<file path="config.mk">
export PLATFORM = sky130hd
export DESIGN_NAME = ilmr_exec
export DESIGN_NICKNAME = d
export VERILOG_FILES = /design/src/ilmr_pkg.sv /design/src/ilmr_stack.sv /design/src/ilmr_exec.sv
export SDC_FILE = /design/constraint.sdc
export NUM_CORES = 1
export LEC_CHECK = 0
export ABC_AREA = 1
export BUFFER_PORTS_ARGS = -buffer_cell sky130_fd_sc_hd__buf_2
export CAP_MARGIN = 25
export CORE_ASPECT_RATIO = 1.2
export CORE_MARGIN = 4
export CORE_UTILIZATION = 40
export CTS_CLUSTER_SIZE = 25
export DETAILED_ROUTE_END_ITERATION = 16
export GPL_TIMING_DRIVEN = 0
export PLACE_DENSITY_LB_ADDON = 0.2
export SLEW_MARGIN = 0
export SYNTH_ARGS = -nofsm -noshare
export SYNTH_HDL_FRONTEND = slang
export SYNTH_SLANG_ARGS = --single-unit
</file>
<file path="constraint.sdc">
create_clock -name aclk -period 7.7 [get_ports aclk]
set_input_delay 1.54 -clock aclk [delete_from_list [all_inputs] [get_ports aclk]]
set_output_delay 1.54 -clock aclk [all_outputs]
set_load 0.01 [all_outputs]
</file>
<file path="src/ilmr_pkg.sv">
// How it works
// - Bank literal load copies a 5-bit immediate into the bank select register
// - PC-high literal load copies a 7-bit immediate into the pc high latch
// - Accumulator literal load places the 8-bit immediate into the accumulator
// - Accumulator store writes the accumulator to file register at 7-bit address
// - Index mode 00 pre-inc, 01 pre-dec, 10 post-inc, 11 post-dec
// - Relative form addresses pointer plus signed offset -32..31, pointer unchanged
// - Afterwards pointer is plus one, minus one, or unchanged by mode
// - Indirect window accesses go to the address held by its file pointer
// - File pointer is 16 bits and wraps both ways
// - Indirect store and its pointer update touch no status flag
// - Software reset resets the device and clears the soft reset flag
// - Return from irq pops the stack and loads the top into the pc
// - Return from irq sets global irq enable, bit 7 of irq control
// - Return from irq takes two instruction cycles
package ilmr_pkg;

    localparam int          PC_W        = 15;
    localparam int          FSR_W       = 16;
    localparam int          STACK_DEPTH = 16;
    localparam int          AXI_AW      = 8;

    // Instruction classes in word bits 13:8
    localparam logic [5:0]  OPC_MISC    = 6'h00;
    localparam logic [5:0]  OPC_STORE   = 6'h02;
    localparam logic [5:0]  OPC_BANK    = 6'h03;
    localparam logic [5:0]  OPC_IND     = 6'h04;
    localparam logic [5:0]  OPC_IND_REL = 6'h05;
    localparam logic [5:0]  OPC_ACC_LIT = 6'h30;
    localparam logic [5:0]  OPC_PCH_LIT = 6'h31;
    localparam logic [7:0]  MISC_NOP    = 8'h00;
    localparam logic [7:0]  MISC_RESET  = 8'h01;
    localparam logic [7:0]  MISC_IRQ_RET = 8'h09;

    localparam logic [1:0]  MODE_PREINC  = 2'h0;
    localparam logic [1:0]  MODE_PREDEC  = 2'h1;
    localparam logic [1:0]  MODE_POSTINC = 2'h2;
    localparam logic [1:0]  MODE_POSTDEC = 2'h3;
    localparam logic [6:0]  WIN0_ADDR    = 7'h00;
    localparam logic [6:0]  WIN1_ADDR    = 7'h01;

    localparam int          IRQ_EN_BIT    = 7;
    localparam int          SRST_FLAG_BIT = 2;

    localparam logic [7:0]  OFS_ACC     = 8'h00;
    localparam logic [7:0]  OFS_BANK     = 8'h04;
    localparam logic [7:0]  OFS_PCH      = 8'h08;
    localparam logic [7:0]  OFS_FSR0     = 8'h0c;
    localparam logic [7:0]  OFS_FSR1     = 8'h10;
    localparam logic [7:0]  OFS_IRQ_CTRL = 8'h14;
    localparam logic [7:0]  OFS_PWR_CTRL = 8'h18;
    localparam logic [7:0]  OFS_PC      = 8'h1c;
    localparam logic [7:0]  OFS_STATUS  = 8'h20;

    localparam logic [7:0]  RST_ACC     = 8'h00;
    localparam logic [4:0]  RST_BANK      = 5'h00;
    localparam logic [6:0]  RST_PCH       = 7'h00;
    localparam logic [15:0] RST_FSR       = 16'h0000;
    localparam logic [7:0]  RST_IRQ_CTRL  = 8'h00;
    localparam logic        RST_SRST_FLAG = 1'b1;
    localparam logic [14:0] RST_PC      = 15'h0000;
    localparam logic [7:0]  RST_STATUS  = 8'h00;

    localparam logic [1:0]  RESP_OKAY   = 2'h0;
    localparam logic [1:0]  RESP_SLVERR = 2'h2;

    typedef enum logic [2:0] {
        ST_RUN  = 3'b001,
        ST_RET2 = 3'b010,
        ST_SRST = 3'b100
    } ilmr_state_t;

    typedef enum logic [3:0] {
        OP_NONE, OP_BANK, OP_PCH, OP_ACC, OP_STORE, OP_IND, OP_IND_REL, OP_RESET, OP_IRQ_RET
    } ilmr_op_t;

    typedef enum logic [3:0] {
        SEL_ACC, SEL_BANK, SEL_PCH, SEL_FSR0, SEL_FSR1, SEL_IRQ_CTRL, SEL_PWR_CTRL, SEL_PC, SEL_STATUS, SEL_NONE
    } ilmr_sel_t;

    typedef struct packed {
        logic        valid;
        logic [15:0] addr;
        logic [7:0]  data;
    } ilmr_mem_wr_t;

    function automatic ilmr_op_t ilmr_decode(input logic [13:0] w);
        ilmr_op_t op;
        op = OP_NONE;
        case (w[13:8])
            OPC_BANK:    op = OP_BANK;
            OPC_PCH_LIT: op = OP_PCH;
            OPC_ACC_LIT: op = OP_ACC;
            OPC_STORE:   op = OP_STORE;
            OPC_IND:     op = OP_IND;
            OPC_IND_REL: op = OP_IND_REL;
            OPC_MISC: begin
                if (w[7:0] == MISC_RESET) op = OP_RESET;
                else if (w[7:0] == MISC_IRQ_RET) op = OP_IRQ_RET;
            end
            default:     op = OP_NONE;
        endcase
        return op;
    endfunction : ilmr_decode

    function automatic ilmr_sel_t ilmr_reg_sel(input logic [7:0] a);
        ilmr_sel_t s;
        if (a == OFS_ACC) s = SEL_ACC;
        else if (a == OFS_BANK) s = SEL_BANK;
        else if (a == OFS_PCH) s = SEL_PCH;
        else if (a == OFS_FSR0) s = SEL_FSR0;
        else if (a == OFS_FSR1) s = SEL_FSR1;
        else if (a == OFS_IRQ_CTRL) s = SEL_IRQ_CTRL;
        else if (a == OFS_PWR_CTRL) s = SEL_PWR_CTRL;
        else if (a == OFS_PC) s = SEL_PC;
        else if (a == OFS_STATUS) s = SEL_STATUS;
        else s = SEL_NONE;
        return s;
    endfunction : ilmr_reg_sel

endpackage : ilmr_pkg

</file>
<file path="src/ilmr_stack.sv">
`timescale 1ns/1ps
module ilmr_stack import ilmr_pkg::*; (
    // Clock and synchronous clear
    input  wire logic            aclk,
    input  wire logic            clear,
    // Push and pop
    input  wire logic            push,
    input  wire logic [PC_W-1:0] push_data,
    input  wire logic            pop,
    output logic      [PC_W-1:0] top
);
    logic [PC_W-1:0] mem_reg [STACK_DEPTH];
    logic [3:0]      sp_reg;

    // Pointer wraps like a circular stack; overflow silently overwrites
    assign top = mem_reg[4'(sp_reg - 4'h1)];

    always_ff @(posedge aclk) begin
        if (clear) begin
            sp_reg <= 4'h0;
        end else if (pop) begin
            sp_reg <= 4'(sp_reg - 4'h1);
        end else if (push) begin
            sp_reg <= 4'(sp_reg + 4'h1);
        end
    end

    always_ff @(posedge aclk) begin
        if (push && !pop && !clear) begin
            mem_reg[sp_reg] <= push_data;
        end
    end
endmodule : ilmr_stack

</file>
<file path="src/ilmr_exec.sv">
`timescale 1ns/1ps
module ilmr_exec import ilmr_pkg::*; (
    // Clock and reset
    input  wire logic              aclk,
    input  wire logic              aresetn,
    // Instruction stream
    input  wire logic              instr_valid,
    input  wire logic [13:0]       instr_word,
    output logic                   instr_ready,
    // Call push from neighbouring logic
    input  wire logic              call_push,
    input  wire logic [PC_W-1:0]   call_ret_addr,
    // Core state out
    output ilmr_mem_wr_t           mem_wr,
    output logic [PC_W-1:0]        pc_out,
    output logic                   global_irq_enable,
    output logic                   soft_reset_pulse,
    // AXI4-Lite slave
    input  wire logic [AXI_AW-1:0] s_axi_awaddr,
    input  wire logic              s_axi_awvalid,
    output logic                   s_axi_awready,
    input  wire logic [31:0]       s_axi_wdata,
    input  wire logic [3:0]        s_axi_wstrb,
    input  wire logic              s_axi_wvalid,
    output logic                   s_axi_wready,
    output logic [1:0]             s_axi_bresp,
    output logic                   s_axi_bvalid,
    input  wire logic              s_axi_bready,
    input  wire logic [AXI_AW-1:0] s_axi_araddr,
    input  wire logic              s_axi_arvalid,
    output logic                   s_axi_arready,
    output logic [31:0]            s_axi_rdata,
    output logic [1:0]             s_axi_rresp,
    output logic                   s_axi_rvalid,
    input  wire logic              s_axi_rready
);
    // ==========================================================
    // Declarations
    ilmr_state_t       state_reg, state_next;
    ilmr_op_t          op;
    logic              ready_reg, fire, core_clear;
    logic [7:0]        acc_reg, irq_ctrl_reg, status_reg;
    logic [4:0]        bank_reg;
    logic [6:0]        pch_reg;
    logic [FSR_W-1:0]  fsr_reg [2];
    logic              srst_flag_reg, srst_reg;
    logic [PC_W-1:0]   pc_reg, ret_addr_reg, stack_top;
    ilmr_mem_wr_t      mem_wr_reg;
    logic              ind_n;
    logic [1:0]        ind_mode;
    logic [FSR_W-1:0]  fsr_sel, fsr_inc, fsr_dec, rel_off, ind_addr, fsr_after;
    logic [6:0]        file_f;
    logic [15:0]       direct_addr;
    logic              aw_full_reg, w_full_reg, awready_reg, wready_reg, bvalid_reg;
    logic [7:0]        aw_addr_reg;
    logic [31:0]       wdata_reg;
    logic [3:0]        wstrb_reg;
    logic [1:0]        bresp_reg, rresp_reg;
    logic              arready_reg, rvalid_reg, bus_wr;
    logic [31:0]       rdata_reg, rd_word;
    ilmr_sel_t         wr_sel, rd_sel;
    logic [1:0]        fsr_bus_hit;

    assign instr_ready      = ready_reg;
    assign mem_wr           = mem_wr_reg;
    assign pc_out           = pc_reg;
    assign global_irq_enable = irq_ctrl_reg[IRQ_EN_BIT];
    assign soft_reset_pulse = srst_reg;
    assign s_axi_awready    = awready_reg;
    assign s_axi_wready     = wready_reg;
    assign s_axi_bvalid     = bvalid_reg;
    assign s_axi_bresp      = bresp_reg;
    assign s_axi_arready    = arready_reg;
    assign s_axi_rvalid     = rvalid_reg;
    assign s_axi_rdata      = rdata_reg;
    assign s_axi_rresp      = rresp_reg;

    assign fire       = instr_valid && ready_reg;
    assign op         = ilmr_decode(instr_word);
    // Software reset clears the core for one cycle, like a device reset
    assign core_clear = !aresetn || state_reg == ST_SRST;

    // ==========================================================
    // Sequencer
    always_comb begin
        state_next = state_reg;
        case (state_reg)
            ST_RUN: begin
                if (fire && op == OP_IRQ_RET) state_next = ST_RET2;
                else if (fire && op == OP_RESET) state_next = ST_SRST;
            end
            ST_RET2: state_next = ST_RUN;
            ST_SRST: state_next = ST_RUN;
            default: state_next = ST_RUN;
        endcase
    end

    always_ff @(posedge aclk) begin
        if (!aresetn) begin
            state_reg <= ST_RUN;
            ready_reg <= 1'b0;
        end else begin
            state_reg <= state_next;
            // Single-cycle ops keep ready high, so they retire back to back
            ready_reg <= state_next == ST_RUN;
        end
    end

    always_ff @(posedge aclk) begin
        if (!aresetn) srst_reg <= 1'b0;
        else srst_reg <= fire && op == OP_RESET;
    end

    // ==========================================================
    // Stack and program counter
    ilmr_stack u_stack (
        .aclk      (aclk),
        .clear     (core_clear),
        .push      (call_push),
        .push_data (call_ret_addr),
        .pop       (fire && op == OP_IRQ_RET),
        .top       (stack_top)
    );

    always_ff @(posedge aclk) begin
        if (core_clear) ret_addr_reg <= RST_PC;
        else if (fire && op == OP_IRQ_RET) ret_addr_reg <= stack_top;
    end

    always_ff @(posedge aclk) begin
        if (core_clear) pc_reg <= RST_PC;
        else if (state_reg == ST_RET2) pc_reg <= ret_addr_reg;
        else if (fire && op != OP_IRQ_RET && op != OP_RESET) pc_reg <= 15'(pc_reg + 15'h1);
    end

    // ==========================================================
    // Literal loads
    always_ff @(posedge aclk) begin
        if (core_clear) bank_reg <= RST_BANK;
        else if (fire && op == OP_BANK) bank_reg <= instr_word[4:0];
        else if (bus_wr && wr_sel == SEL_BANK && wstrb_reg[0]) bank_reg <= wdata_reg[4:0];
    end

    always_ff @(posedge aclk) begin
        if (core_clear) pch_reg <= RST_PCH;
        else if (fire && op == OP_PCH) pch_reg <= instr_word[6:0];
        else if (bus_wr && wr_sel == SEL_PCH && wstrb_reg[0]) pch_reg <= wdata_reg[6:0];
    end

    always_ff @(posedge aclk) begin
        if (core_clear) acc_reg <= RST_ACC;
        else if (fire && op == OP_ACC) acc_reg <= instr_word[7:0];
        else if (bus_wr && wr_sel == SEL_ACC && wstrb_reg[0]) acc_reg <= wdata_reg[7:0];
    end

    // Only software moves the status flags; no op here writes them
    always_ff @(posedge aclk) begin
        if (core_clear) status_reg <= RST_STATUS;
        else if (bus_wr && wr_sel == SEL_STATUS && wstrb_reg[0]) status_reg <= wdata_reg[7:0];
    end

    // ==========================================================
    // Address generation
    assign ind_n    = op == OP_IND ? instr_word[2] : instr_word[6];
    assign ind_mode = instr_word[1:0];
    assign fsr_sel  = fsr_reg[ind_n];
    assign fsr_inc  = 16'(fsr_sel + 16'h0001);
    assign fsr_dec  = 16'(fsr_sel - 16'h0001);
    assign rel_off  = {{10{instr_word[5]}}, instr_word[5:0]};
    assign file_f   = instr_word[6:0];

    always_comb begin
        ind_addr  = fsr_sel;
        fsr_after = fsr_sel;
        if (op == OP_IND_REL) begin
            ind_addr = 16'(fsr_sel + rel_off);
        end else begin
            case (ind_mode)
                MODE_PREINC:  begin ind_addr = fsr_inc; fsr_after = fsr_inc; end
                MODE_PREDEC:  begin ind_addr = fsr_dec; fsr_after = fsr_dec; end
                MODE_POSTINC: begin ind_addr = fsr_sel; fsr_after = fsr_inc; end
                default:      begin ind_addr = fsr_sel; fsr_after = fsr_dec; end
            endcase
        end
    end

    // The window has no storage: a direct store to it lands on the pointed address
    always_comb begin
        if (file_f == WIN0_ADDR) direct_addr = fsr_reg[0];
        else if (file_f == WIN1_ADDR) direct_addr = fsr_reg[1];
        else direct_addr = {4'h0, bank_reg, file_f};
    end

    assign fsr_bus_hit[0] = bus_wr && wr_sel == SEL_FSR0;
    assign fsr_bus_hit[1] = bus_wr && wr_sel == SEL_FSR1;

    for (genvar n = 0; n < 2; n++) begin : g_fsr
        always_ff @(posedge aclk) begin
            if (core_clear) begin
                fsr_reg[n] <= RST_FSR;
            end else if (fire && op == OP_IND && ind_n == 1'(n)) begin
                fsr_reg[n] <= fsr_after;
            end else if (fsr_bus_hit[n]) begin
                if (wstrb_reg[0]) fsr_reg[n][7:0] <= wdata_reg[7:0];
                if (wstrb_reg[1]) fsr_reg[n][15:8] <= wdata_reg[15:8];
            end
        end
    end

    always_ff @(posedge aclk) begin
        if (core_clear) begin
            mem_wr_reg <= '0;
        end else begin
            mem_wr_reg.valid <= fire && (op == OP_STORE || op == OP_IND || op == OP_IND_REL);
            mem_wr_reg.data  <= acc_reg;
            mem_wr_reg.addr  <= op == OP_STORE ? direct_addr : ind_addr;
        end
    end

    // ==========================================================
    // Interrupt control and power control
    always_ff @(posedge aclk) begin
        if (core_clear) begin
            irq_ctrl_reg <= RST_IRQ_CTRL;
        end else begin
            if (bus_wr && wr_sel == SEL_IRQ_CTRL && wstrb_reg[0]) irq_ctrl_reg <= wdata_reg[7:0];
            // Hardware set wins over a simultaneous software clear
            if (state_reg == ST_RET2) irq_ctrl_reg[IRQ_EN_BIT] <= 1'b1;
        end
    end

    // Survives software reset so the cause stays visible
    always_ff @(posedge aclk) begin
        if (!aresetn) srst_flag_reg <= RST_SRST_FLAG;
        else if (fire && op == OP_RESET) srst_flag_reg <= 1'b0;
        else if (bus_wr && wr_sel == SEL_PWR_CTRL && wstrb_reg[0]) srst_flag_reg <= wdata_reg[SRST_FLAG_BIT];
    end

    // ==========================================================
    // AXI4-Lite write channel
    assign wr_sel = ilmr_reg_sel(aw_addr_reg);
    assign bus_wr = aw_full_reg && w_full_reg && !bvalid_reg;

    always_ff @(posedge aclk) begin
        if (!aresetn) begin
            aw_full_reg <= 1'b0;
            awready_reg <= 1'b1;
            aw_addr_reg <= 8'h00;
        end else if (s_axi_awvalid && awready_reg) begin
            aw_full_reg <= 1'b1;
            awready_reg <= 1'b0;
            aw_addr_reg <= {s_axi_awaddr[7:2], 2'h0};
        end else if (bus_wr) begin
            aw_full_reg <= 1'b0;
            awready_reg <= 1'b1;
        end
    end

    always_ff @(posedge aclk) begin
        if (!aresetn) begin
            w_full_reg <= 1'b0;
            wready_reg <= 1'b1;
            wdata_reg  <= 32'h0000_0000;
            wstrb_reg  <= 4'h0;
        end else if (s_axi_wvalid && wready_reg) begin
            w_full_reg <= 1'b1;
            wready_reg <= 1'b0;
            wdata_reg  <= s_axi_wdata;
            wstrb_reg  <= s_axi_wstrb;
        end else if (bus_wr) begin
            w_full_reg <= 1'b0;
            wready_reg <= 1'b1;
        end
    end

    always_ff @(posedge aclk) begin
        if (!aresetn) begin
            bvalid_reg <= 1'b0;
            bresp_reg  <= RESP_OKAY;
        end else if (bus_wr) begin
            bvalid_reg <= 1'b1;
            bresp_reg  <= wr_sel == SEL_NONE ? RESP_SLVERR : RESP_OKAY;
        end else if (s_axi_bready) begin
            bvalid_reg <= 1'b0;
        end
    end

    // ==========================================================
    // AXI4-Lite read channel
    assign rd_sel = ilmr_reg_sel({s_axi_araddr[7:2], 2'h0});

    always_comb begin
        rd_word = 32'h0000_0000;
        case (rd_sel)
            SEL_ACC:    rd_word[7:0]   = acc_reg;
            SEL_BANK:     rd_word[4:0]   = bank_reg;
            SEL_PCH:      rd_word[6:0]   = pch_reg;
            SEL_FSR0:     rd_word[15:0]  = fsr_reg[0];
            SEL_FSR1:     rd_word[15:0]  = fsr_reg[1];
            SEL_IRQ_CTRL: rd_word[7:0]   = irq_ctrl_reg;
            SEL_PWR_CTRL: rd_word[SRST_FLAG_BIT] = srst_flag_reg;
            SEL_PC:     rd_word[14:0]  = pc_reg;
            SEL_STATUS: rd_word[7:0]   = status_reg;
            default:    rd_word        = 32'h0000_0000;
        endcase
    end

    always_ff @(posedge aclk) begin
        if (!aresetn) begin
            arready_reg <= 1'b1;
            rvalid_reg  <= 1'b0;
            rdata_reg   <= 32'h0000_0000;
            rresp_reg   <= RESP_OKAY;
        end else if (s_axi_arvalid && arready_reg) begin
            arready_reg <= 1'b0;
            rvalid_reg  <= 1'b1;
            rdata_reg   <= rd_word;
            rresp_reg   <= rd_sel == SEL_NONE ? RESP_SLVERR : RESP_OKAY;
        end else if (rvalid_reg && s_axi_rready) begin
            arready_reg <= 1'b1;
            rvalid_reg  <= 1'b0;
        end
    end
endmodule : ilmr_exec

</file>
==> metrics list, run 1 <==
* Number of distinct library cells after synthesis: 52
* RSZ-0062 raised after global routing: no
* Cell Int Power: around 3.8 mW
- TritonCTS created between 40 and 50 clock buffers.
* Min cycle time layout: about 4400 ps
* Flip-flop count of the largest register, all copies and words added: 240
- For this run, the slowest stage of the critical path takes 400 ps.
* Worst vdd ir: between 0.2 and 0.25 mV
- Cell area after technology mapping: approximately 0.020 mm^2
- Global-route wire length before repair: 107000 um
- Layer carrying the most global-route usage: met2
* Port-buffer cells: about 130
* Area enclosed by the die boundary: 0.0540 mm^2
- Final Setup Violations: 0
- Startpoint-to-endpoint class of the critical path: in -> reg
- The design draws 5.22 mW.
* Number of core rows: a little under 90
- Startpoint type of the worst setup path: input port
- Core occupancy in the finished layout: 0.470
- Clock tree synthesis selected as its root buffer the cell sky130_fd_sc_hd__clkbuf_16.
- Detail-routed net length per standard cell: approximately 23 um
- Achievable clock frequency: 229 MHz
- For the worst-skew pair, the clock arrives at the later sink with an insertion delay of 600 ps.
- For this run, design rule violations remaining after detail routing come to 0.
* Dominant cells by area after synthesis: sky130_fd_sc_hd__edfxtp_1, sky130_fd_sc_hd__dfxtp_1, sky130_fd_sc_hd__nand2_1
* Clock slew seen by the registers of the worst setup and hold paths: ~60 ps
- STA puts the critical path data required time at slightly above 8000 ps.
- In the final design database the tool counted 2566 nets.
- Average cell area after synthesis: ~9 um^2
- Initial cell density of the core: 0.406
- The number of antenna violations at the first check in global routing is 0.
- Routed via count divided by cell count: about 5.6
* Critical Path Sink Type: flip-flop
- Global routing finished with a remaining overflow of 0.
* All-Layer GR Usage: 0.263
- Fraction of met3 tracks used by global routing: 0.0390
- Global-route track usage on met1: 0.304
- Hold crit path type: reg -> reg
- X dimension of the die: between 200 and 250 um
* Top FF cell, synth: sky130_fd_sc_hd__edfxtp_1
* Worst slew pin tran: approximately 1000 ps
* Std-Cell Core Area: between 0.04 and 0.05 mm^2
- For this run, asynchronously set or reset flops after synthesis account for 0.
- Data arrival, critical path: 4880 ps
- For this design, the sink count on the clock tree is 422.
- The cell that appears most often on the critical path is sky130_fd_sc_hd__nand2_1.
- Post-DP Area: approximately 0.022 mm^2
* Via count of the first global-routing pass: 17200
- Of the cells placed in the final design, the portion with a size suffix greater than 1 is 0.121.
- # hold bufs at CTS: 0
- Post-synthesis cell type with the largest combined area: sky130_fd_sc_hd__edfxtp_1
- In the global route stage, met2 resource usage came out at 0.467.
* Cell family contributing the most delay on the critical path: simple AND/OR/NAND/NOR gates
- Proportion of netlist area held by the largest area contributor: 0.405
- Sequential cell area fraction in the yosys report: 0.555
- Largest net degree at the start of global routing: 17
- Total net switching power: approximately 1.4 mW
- Count of vias placed by the detailed router: about 18000
* Count of boundary I/O pins: roughly 170
- The clock arrives with 25.5 ps of skew.
- Period utilisation layout: 0.567
- Final cell count without fillers: 3126
* First-pass detailed-route iteration total: 6
- Synthesis inferred ~420 register bits.
- Synthesis-to-finish area growth: 15.6%
- Routed Antenna Nets: 0
* H-tree lvl count: 2
- Part of the total power dissipated in sequential elements: 0.475
- Part of the power in the clock network: 0.399
* Total half-perimeter wirelength after legalization and detailed placement: approximately 56000 um
* Worst setup margin: roughly 3300 ps
- Placed cells: 3042
- The die is approximately 250 um tall.
- The total count of max-transition violations in the final report is 0.
- Across the run, the number of max-cap violations was 0.
* Critical path's slowest cell: sky130_fd_sc_hd__fa_1
- EDFF count, synth: between 200 and 300
* Critical-path cell list: buf_2, buf_2, nand4_2, nand2_2, buf_6, nand2_1, nand2_2, ha_1, inv_1, fa_1, nand3b_1, nand2_1, nand4_1, nand3_1, nand2_1, nand2_1, nand2_1, nand2_1, xor2_1, a21oi_1, a21oi_1
- Of the total power, combinational logic draws 0.126.
- Summed over all cells, the static leakage comes to slightly below 9 nW.
- Synthesis produced a netlist whose cell count is about 2200.
* Worst slew margin: 0.341
- TritonCTS clock tree: yes
- Placement-stage worst setup slack: ~2700 ps
- Summed over all failing endpoints, the final setup total negative slack is 0 ps.
- At the end of routability-driven placement, the weighted congestion stood at 0.952.
* Warning count from the yosys run: 0
- Dividing total power by cell area gives a power density of around 220 mW/mm^2.
* Buffer depth of the longest clock path: 3
- Share of total power consumed by net switching: 0.277
- Total buffers and inverters traversed by the critical path: 4
- Result of the run: finished clean
* Number of instances resized during post-cts repair: 0
- The routed design has 72900 um of wire.
- Setup Fix Bufs, Post-CTS: 0
- Along the worst path, the maximum fanout reaches 10.
- Cell area after layout: ~0.023 mm^2
* Hold Slack: 452 ps
- Violation count after the first detailed-route iteration: 1353
- Hold Vio Cnt, Final: 0
[routing by layer]
layer	vias up	wire (um)
met1	8422	27000
li1	8285	-
met2	701	36700
met4	0	4790
met5	-	0
met3	211	4350
[worst paths after layout]
check / from / to / slack, ps / depth (start not counted)
setup / recovery: instr_word[2] / mem_wr[22]$_SDFF_PP0_ / 3340 / 21
hold / removal: status_reg[7]$_SDFFE_PP0P_ / status_reg[7]$_SDFFE_PP0P_ / 450 / 2
setup reg to reg: u_stack.sp_reg[0]$_SDFFE_PP0P_ / ret_addr_reg[10]$_SDFFE_PP0P_ / 3490 / 12
hold reg to reg: status_reg[7]$_SDFFE_PP0P_ / status_reg[7]$_SDFFE_PP0P_ / 450 / 2
[worst min-delay path: cells and delay by family (launching register included)]
| family | cells | cell delay [ps] |
|---|---|---|
| compound gates | 1 | 60 |
| flops | 1 | 290 |
| buf+inv | 1 | 50 |
[power by group through the flow]
stage / clock (mW) / combinational (mW) / sequential (mW)
after global placement: 0 / 0.637 / 2.52
final: 2.08 / 0.659 / 2.48
after floorplan: 0 / 0.374 / 2.52
after global routing: 2.21 / 0.715 / 2.48
after CTS: 2.12 / 0.651 / 2.48
after detailed placement: 0 / 0.649 / 2.53
[Yosys cell counts (2+ instances only)]
cell,n
sky130_fd_sc_hd__a211oi_1,6
sky130_fd_sc_hd__a21oi_1,102
sky130_fd_sc_hd__a221oi_1,3
sky130_fd_sc_hd__a22oi_1,4
sky130_fd_sc_hd__a31oi_1,22
sky130_fd_sc_hd__buf_1,6
sky130_fd_sc_hd__buf_2,8
sky130_fd_sc_hd__buf_4,20
sky130_fd_sc_hd__buf_6,3
sky130_fd_sc_hd__clkbuf_1,90
sky130_fd_sc_hd__clkinv_1,3
sky130_fd_sc_hd__dfxtp_1,150
sky130_fd_sc_hd__edfxtp_1,272
sky130_fd_sc_hd__ha_1,23
sky130_fd_sc_hd__inv_1,199
sky130_fd_sc_hd__inv_2,2
sky130_fd_sc_hd__nand2_1,359
sky130_fd_sc_hd__nand2_2,21
sky130_fd_sc_hd__nand3_1,149
sky130_fd_sc_hd__nand4_1,22
sky130_fd_sc_hd__nand4_2,2
sky130_fd_sc_hd__nor2_1,254
sky130_fd_sc_hd__nor2_2,6
sky130_fd_sc_hd__nor2_4,3
sky130_fd_sc_hd__nor3_1,34
sky130_fd_sc_hd__nor4_1,3
sky130_fd_sc_hd__o211ai_1,34
sky130_fd_sc_hd__o21ai_0,266
sky130_fd_sc_hd__o21ai_1,14
sky130_fd_sc_hd__o21ai_2,2
sky130_fd_sc_hd__o221ai_1,62
sky130_fd_sc_hd__o22ai_1,35
sky130_fd_sc_hd__o2bb2ai_1,3
sky130_fd_sc_hd__o31ai_1,2
sky130_fd_sc_hd__o41ai_1,9
sky130_fd_sc_hd__or2_2,5
sky130_fd_sc_hd__xnor2_1,7
sky130_fd_sc_hd__xor2_1,22
[cells by family after synthesis]
| group | share of synthesized area |
|---|---|
| buf+inv | 0.0670 |
| xor+xnor | 0.0126 |
| flops | 0.555 |
| simple gates | 0.183 |
| other cells | 0.000186 |
| mux | 0.000497 |
| fa+ha+maj | 0.0153 |
| compound gates | 0.166 |
[cell type report]
type / instances / area [um^2]
Multi-Input combinational cell: 1505 / 7750
Buffer: 127 / 584
Tap cell: 637 / 797
Clock buffer: 58 / 1190
Clock inverter: 25 / 208
Timing Repair Buffer: 147 / 821
Fill cell: 4779 / 26300
Inverter: 204 / 766
Antenna cell: 1 / 2.50
Sequential cell: 422 / 11200
[layout by cell type (no fill, tap or decap), types with 7 or more instances in the layout]
| master | Yosys | routed |
|---|---|---|
| sky130_fd_sc_hd__a21oi_1 | 102 | 102 |
| sky130_fd_sc_hd__a31oi_1 | 22 | 22 |
| sky130_fd_sc_hd__buf_2 | 8 | 142 |
| sky130_fd_sc_hd__buf_4 | 20 | 21 |
| sky130_fd_sc_hd__buf_6 | 3 | 13 |
| sky130_fd_sc_hd__clkbuf_1 | 90 | 101 |
| sky130_fd_sc_hd__clkbuf_16 | 0 | 45 |
| sky130_fd_sc_hd__clkinv_1 | 3 | 11 |
| sky130_fd_sc_hd__clkinv_2 | 0 | 9 |
| sky130_fd_sc_hd__conb_1 | 1 | 18 |
| sky130_fd_sc_hd__dfxtp_1 | 150 | 150 |
| sky130_fd_sc_hd__edfxtp_1 | 272 | 272 |
| sky130_fd_sc_hd__ha_1 | 23 | 23 |
| sky130_fd_sc_hd__inv_1 | 199 | 199 |
| sky130_fd_sc_hd__nand2_1 | 359 | 359 |
| sky130_fd_sc_hd__nand2_2 | 21 | 21 |
| sky130_fd_sc_hd__nand3_1 | 149 | 149 |
| sky130_fd_sc_hd__nand4_1 | 22 | 22 |
| sky130_fd_sc_hd__nor2_1 | 254 | 250 |
| sky130_fd_sc_hd__nor2_2 | 6 | 10 |
| sky130_fd_sc_hd__nor3_1 | 34 | 24 |
| sky130_fd_sc_hd__nor3_2 | 1 | 11 |
| sky130_fd_sc_hd__o211ai_1 | 34 | 34 |
| sky130_fd_sc_hd__o21ai_0 | 266 | 266 |
| sky130_fd_sc_hd__o21ai_1 | 14 | 14 |
| sky130_fd_sc_hd__o221ai_1 | 62 | 62 |
| sky130_fd_sc_hd__o22ai_1 | 35 | 35 |
| sky130_fd_sc_hd__o41ai_1 | 9 | 9 |
| sky130_fd_sc_hd__xnor2_1 | 7 | 7 |
| sky130_fd_sc_hd__xor2_1 | 22 | 22 |
No activity file was read; power rests on OpenSTA's default activity.
==> run 2, diff against run 1 <==
clock period = 4.4 ns   (was 7.7 ns; I/O delays follow)
==> run 2 against run 1 <==
Worst setup slack lost 3000 ps. Sequential share of layout area is essentially flat. Via count shrank 0.32%. Final area is essentially flat. Count of clock-buffer cells in the layout is the same. Register-to-register slack lost 3200 ps. Sequential cell count is the same. Total power grew 75%. Non-clock buffer count is the same. Cell count is essentially flat. Routed wire length shrank 0.11%. Sequential power grew 75%.
==> metrics list, run 2 (synthesized netlist as in run 1, its figures left out) <==
* Most frequent CP cell: sky130_fd_sc_hd__clkbuf_1
- The share of the core filled with cells in the final layout is 0.470 (about the same).
- The CTS buffer count was 45 (unchanged).
* Initial cell density of the core: 0.406 (unchanged)
* Hold Slack: 454 ps (+1.89 ps)
- STA classifies the critical path endpoint as a flip-flop.
* Worst setup margin: 334 ps (-3000 ps)
- Clock slew seen by the registers of the worst setup and hold paths: 60 ps (about the same)
* X dimension of the die: 213 um (unchanged)
- The maximum root-to-sink buffer count was 3 (unchanged).
* Root Driver: sky130_fd_sc_hd__clkbuf_16
* Min cycle time layout: about 4100 ps
- Area enclosed by the die boundary: 0.0540 mm^2 (unchanged)
- The critical path goes through inv_1, clkbuf_1, clkbuf_2, ha_1, clkbuf_1, clkbuf_1, o21ai_0, o221ai_1, nand3_1, nand3_1, o211ai_1, inv_1.
- Highest metal layer used by the detailed router: met4
* Number of max-cap violations: 0 (unchanged)
- The worst clock skew was 25.1 ps (-0.404 ps).
- Port-buffer cells: 133 (unchanged)
* Std-Cell Core Area: 0.0496 mm^2 (unchanged)
* NumNets Final: 2566 (unchanged)
* Data arrival, critical path: 4600 ps (-280 ps)
* Violation count after the first detailed-route iteration: 1331 (-1.6%)
- The slowest stage of the critical path belongs to the cell sky130_fd_sc_hd__dfxtp_1.
* Met2 wire length: 36800 um (+0.12%)
- H-tree lvl count: 2 (unchanged)
- Filler cells: 4780 (+0.021%)
- The total power density per cell area is 392 mW/mm^2 (+75%).
- The maximum fanout count along the critical path is 12 (+2).
- The flow ran to the end, and the final reports show no timing, DRC or antenna violations.
- Num Clock Sinks: 422 (unchanged)
* Clock latency at the later pin of the worst-skew pair: 600 ps (about the same)
- Final Setup Violations: 0 (unchanged)
- All-Layer GR Usage: 0.263 (unchanged)
- CP Data Required Time: 4940 ps (-3280 ps)
- Placement-stage worst setup slack: 75.3 ps (-2640 ps)
- The total count of max-transition violations in the final report came to 0 (unchanged).
- Met1 Wirelength: 26900 um (-0.24%)
* Largest net degree at the start of global routing: 17 (unchanged)
* Flip-flop and latch area: 0.0112 mm^2 (unchanged)
- Timing would allow up to about 250 MHz.
- Worst vdd ir: 0.386 mV (+75%)
- The non-filler instance count after layout is 3125 (-0.032%).
* Hold crit path type: reg -> reg
* RSZ-0062 raised after global routing: no
- Total leakage power: 8.93 nW (about the same)
* Total overflow reported by the global router: 0 (unchanged)
- The remaining antenna violation count is 0 (unchanged).
- Worst slew margin: 0.334 (-0.00685)
- STA classifies the critical path startpoint as a flip-flop.
- The critical path in this run is classified as reg -> reg.
- Routed via count divided by cell count: 5.62 (-0.29%)
- Placer's final routability congestion estimate: 0.952 (unchanged)
- The number of detailed-route iterations in the first pass was 5 (-1).
* Global-route wire length before repair: 107000 um (unchanged)
* Post-detailed-route DRC marker count: 0 (unchanged)
- The top-level port count came to 174 (unchanged).
- The stage delay of the slowest cell on the critical path came to 650 ps (+250 ps).
- TritonCTS built the clock tree.
- The share of post-route cells with drive strength above 1 came to 0.121 (+0.000402).
- Detail-routed net length per standard cell: 23.3 um (about the same)
- Sum of negative setup slack: 0 ps (unchanged)
- The post-placement cell count is 3042 (unchanged).
- The number of flip-flops under the largest register name was 240 (unchanged).
- Synthesis-to-finish area growth: 15.6% (about the same)
* Number of core rows: 89 (unchanged)
- Worst slew pin tran: 991 ps (+10.2 ps)
- The number of antenna violations at the first check in global routing was 0 (unchanged).
* Commonest non-fill, non-tap cell in the layout: sky130_fd_sc_hd__nand2_1
* Multi-input logic area: 0.00775 mm^2 (unchanged)
- The final HPWL from detailed placement is 55700 um (unchanged).
* Antenna cell count: 0 (-1)
* Hold Vio Cnt, Final: 0 (unchanged)
- Count of vias placed by the detailed router: 17600 (-0.32%)
* Chip Height: 254 um (unchanged)
* Period utilisation layout: 0.924
* Met3 Routed Length: 4440 um (+2.0%)
* Commonest cells after routing, fill and taps aside: sky130_fd_sc_hd__nand2_1, sky130_fd_sc_hd__edfxtp_1, sky130_fd_sc_hd__o21ai_0, sky130_fd_sc_hd__nor2_1, sky130_fd_sc_hd__inv_1
- The wire length reported by the detailed router came to 72800 um (-0.11%).
* Via count of the first global-routing pass: 17200 (unchanged)
-- run 2: cell count changes in the layout (fill, tap and decap cells not counted) --
cell                       previous run  this run
sky130_fd_sc_hd__clkbuf_2             0         1
sky130_fd_sc_hd__diode_2              1         0
sky130_fd_sc_hd__buf_1                6         5
-- run 2: metrics by stage --
step	power [mW]	area [um^2]
6_report	9.13	23300
4_1_cts	9.19	23300
3_3_place_gp	5.53	21700
2_1_floorplan	5.06	20200
5_1_grt	9.46	23300
3_5_place_dp	5.56	21900
-- run 2: cell type report --
class | instances | area share
Sequential cell | 422 | 0.480
Multi-Input combinational cell | 1505 | 0.333
Clock buffer | 58 | 0.0513
Timing Repair Buffer | 147 | 0.0352
Tap cell | 637 | 0.0342
Inverter | 204 | 0.0329
Buffer | 127 | 0.0251
Clock inverter | 25 | 0.00892
-- run 2: report_power, final --
group | switching [mW] | internal [mW]
clock network | 1.64 | 2.00
logic | 0.839 | 0.313
registers | 0.0561 | 4.28
total | 2.53 | 6.60
-- run 2: final timing paths --
kind / start / to / slack [ps] / cells past startpoint
worst max-delay path: u_stack.sp_reg[0]$_SDFFE_PP0P_ / ret_addr_reg[9]$_SDFFE_PP0P_ / 330 / 12
worst min-delay path: status_reg[7]$_SDFFE_PP0P_ / status_reg[7]$_SDFFE_PP0P_ / 450 / 2
worst max register to register: u_stack.sp_reg[0]$_SDFFE_PP0P_ / ret_addr_reg[9]$_SDFFE_PP0P_ / 330 / 12
worst min register to register: status_reg[7]$_SDFFE_PP0P_ / status_reg[7]$_SDFFE_PP0P_ / 450 / 2
-- run 2: worst max-delay path: cells and delay by family, from the launching register on --
kind | cells | cell delay (ps)
AOI/OAI and AO/OA | 3 | 490
adders and majority gates | 1 | 490
buffers and inverters | 6 | 1900
DFF | 1 | 650
and+or+nand+nor | 2 | 460
-- run 2: what timing repair did --
action | 4_1_cts | 5_1_grt
resized for setup | 0 | 1
setup endpoints to repair | 0 | 3
hold buffers | 0 | 0
setup buffers | 0 | 0
-- run 2: metal layers --
metal,up-vias,global-route usage
met5,-,0
met4,0,0.145
li1,8278,-
met2,676,0.467
met1,8421,0.304
met3,187,0.0390
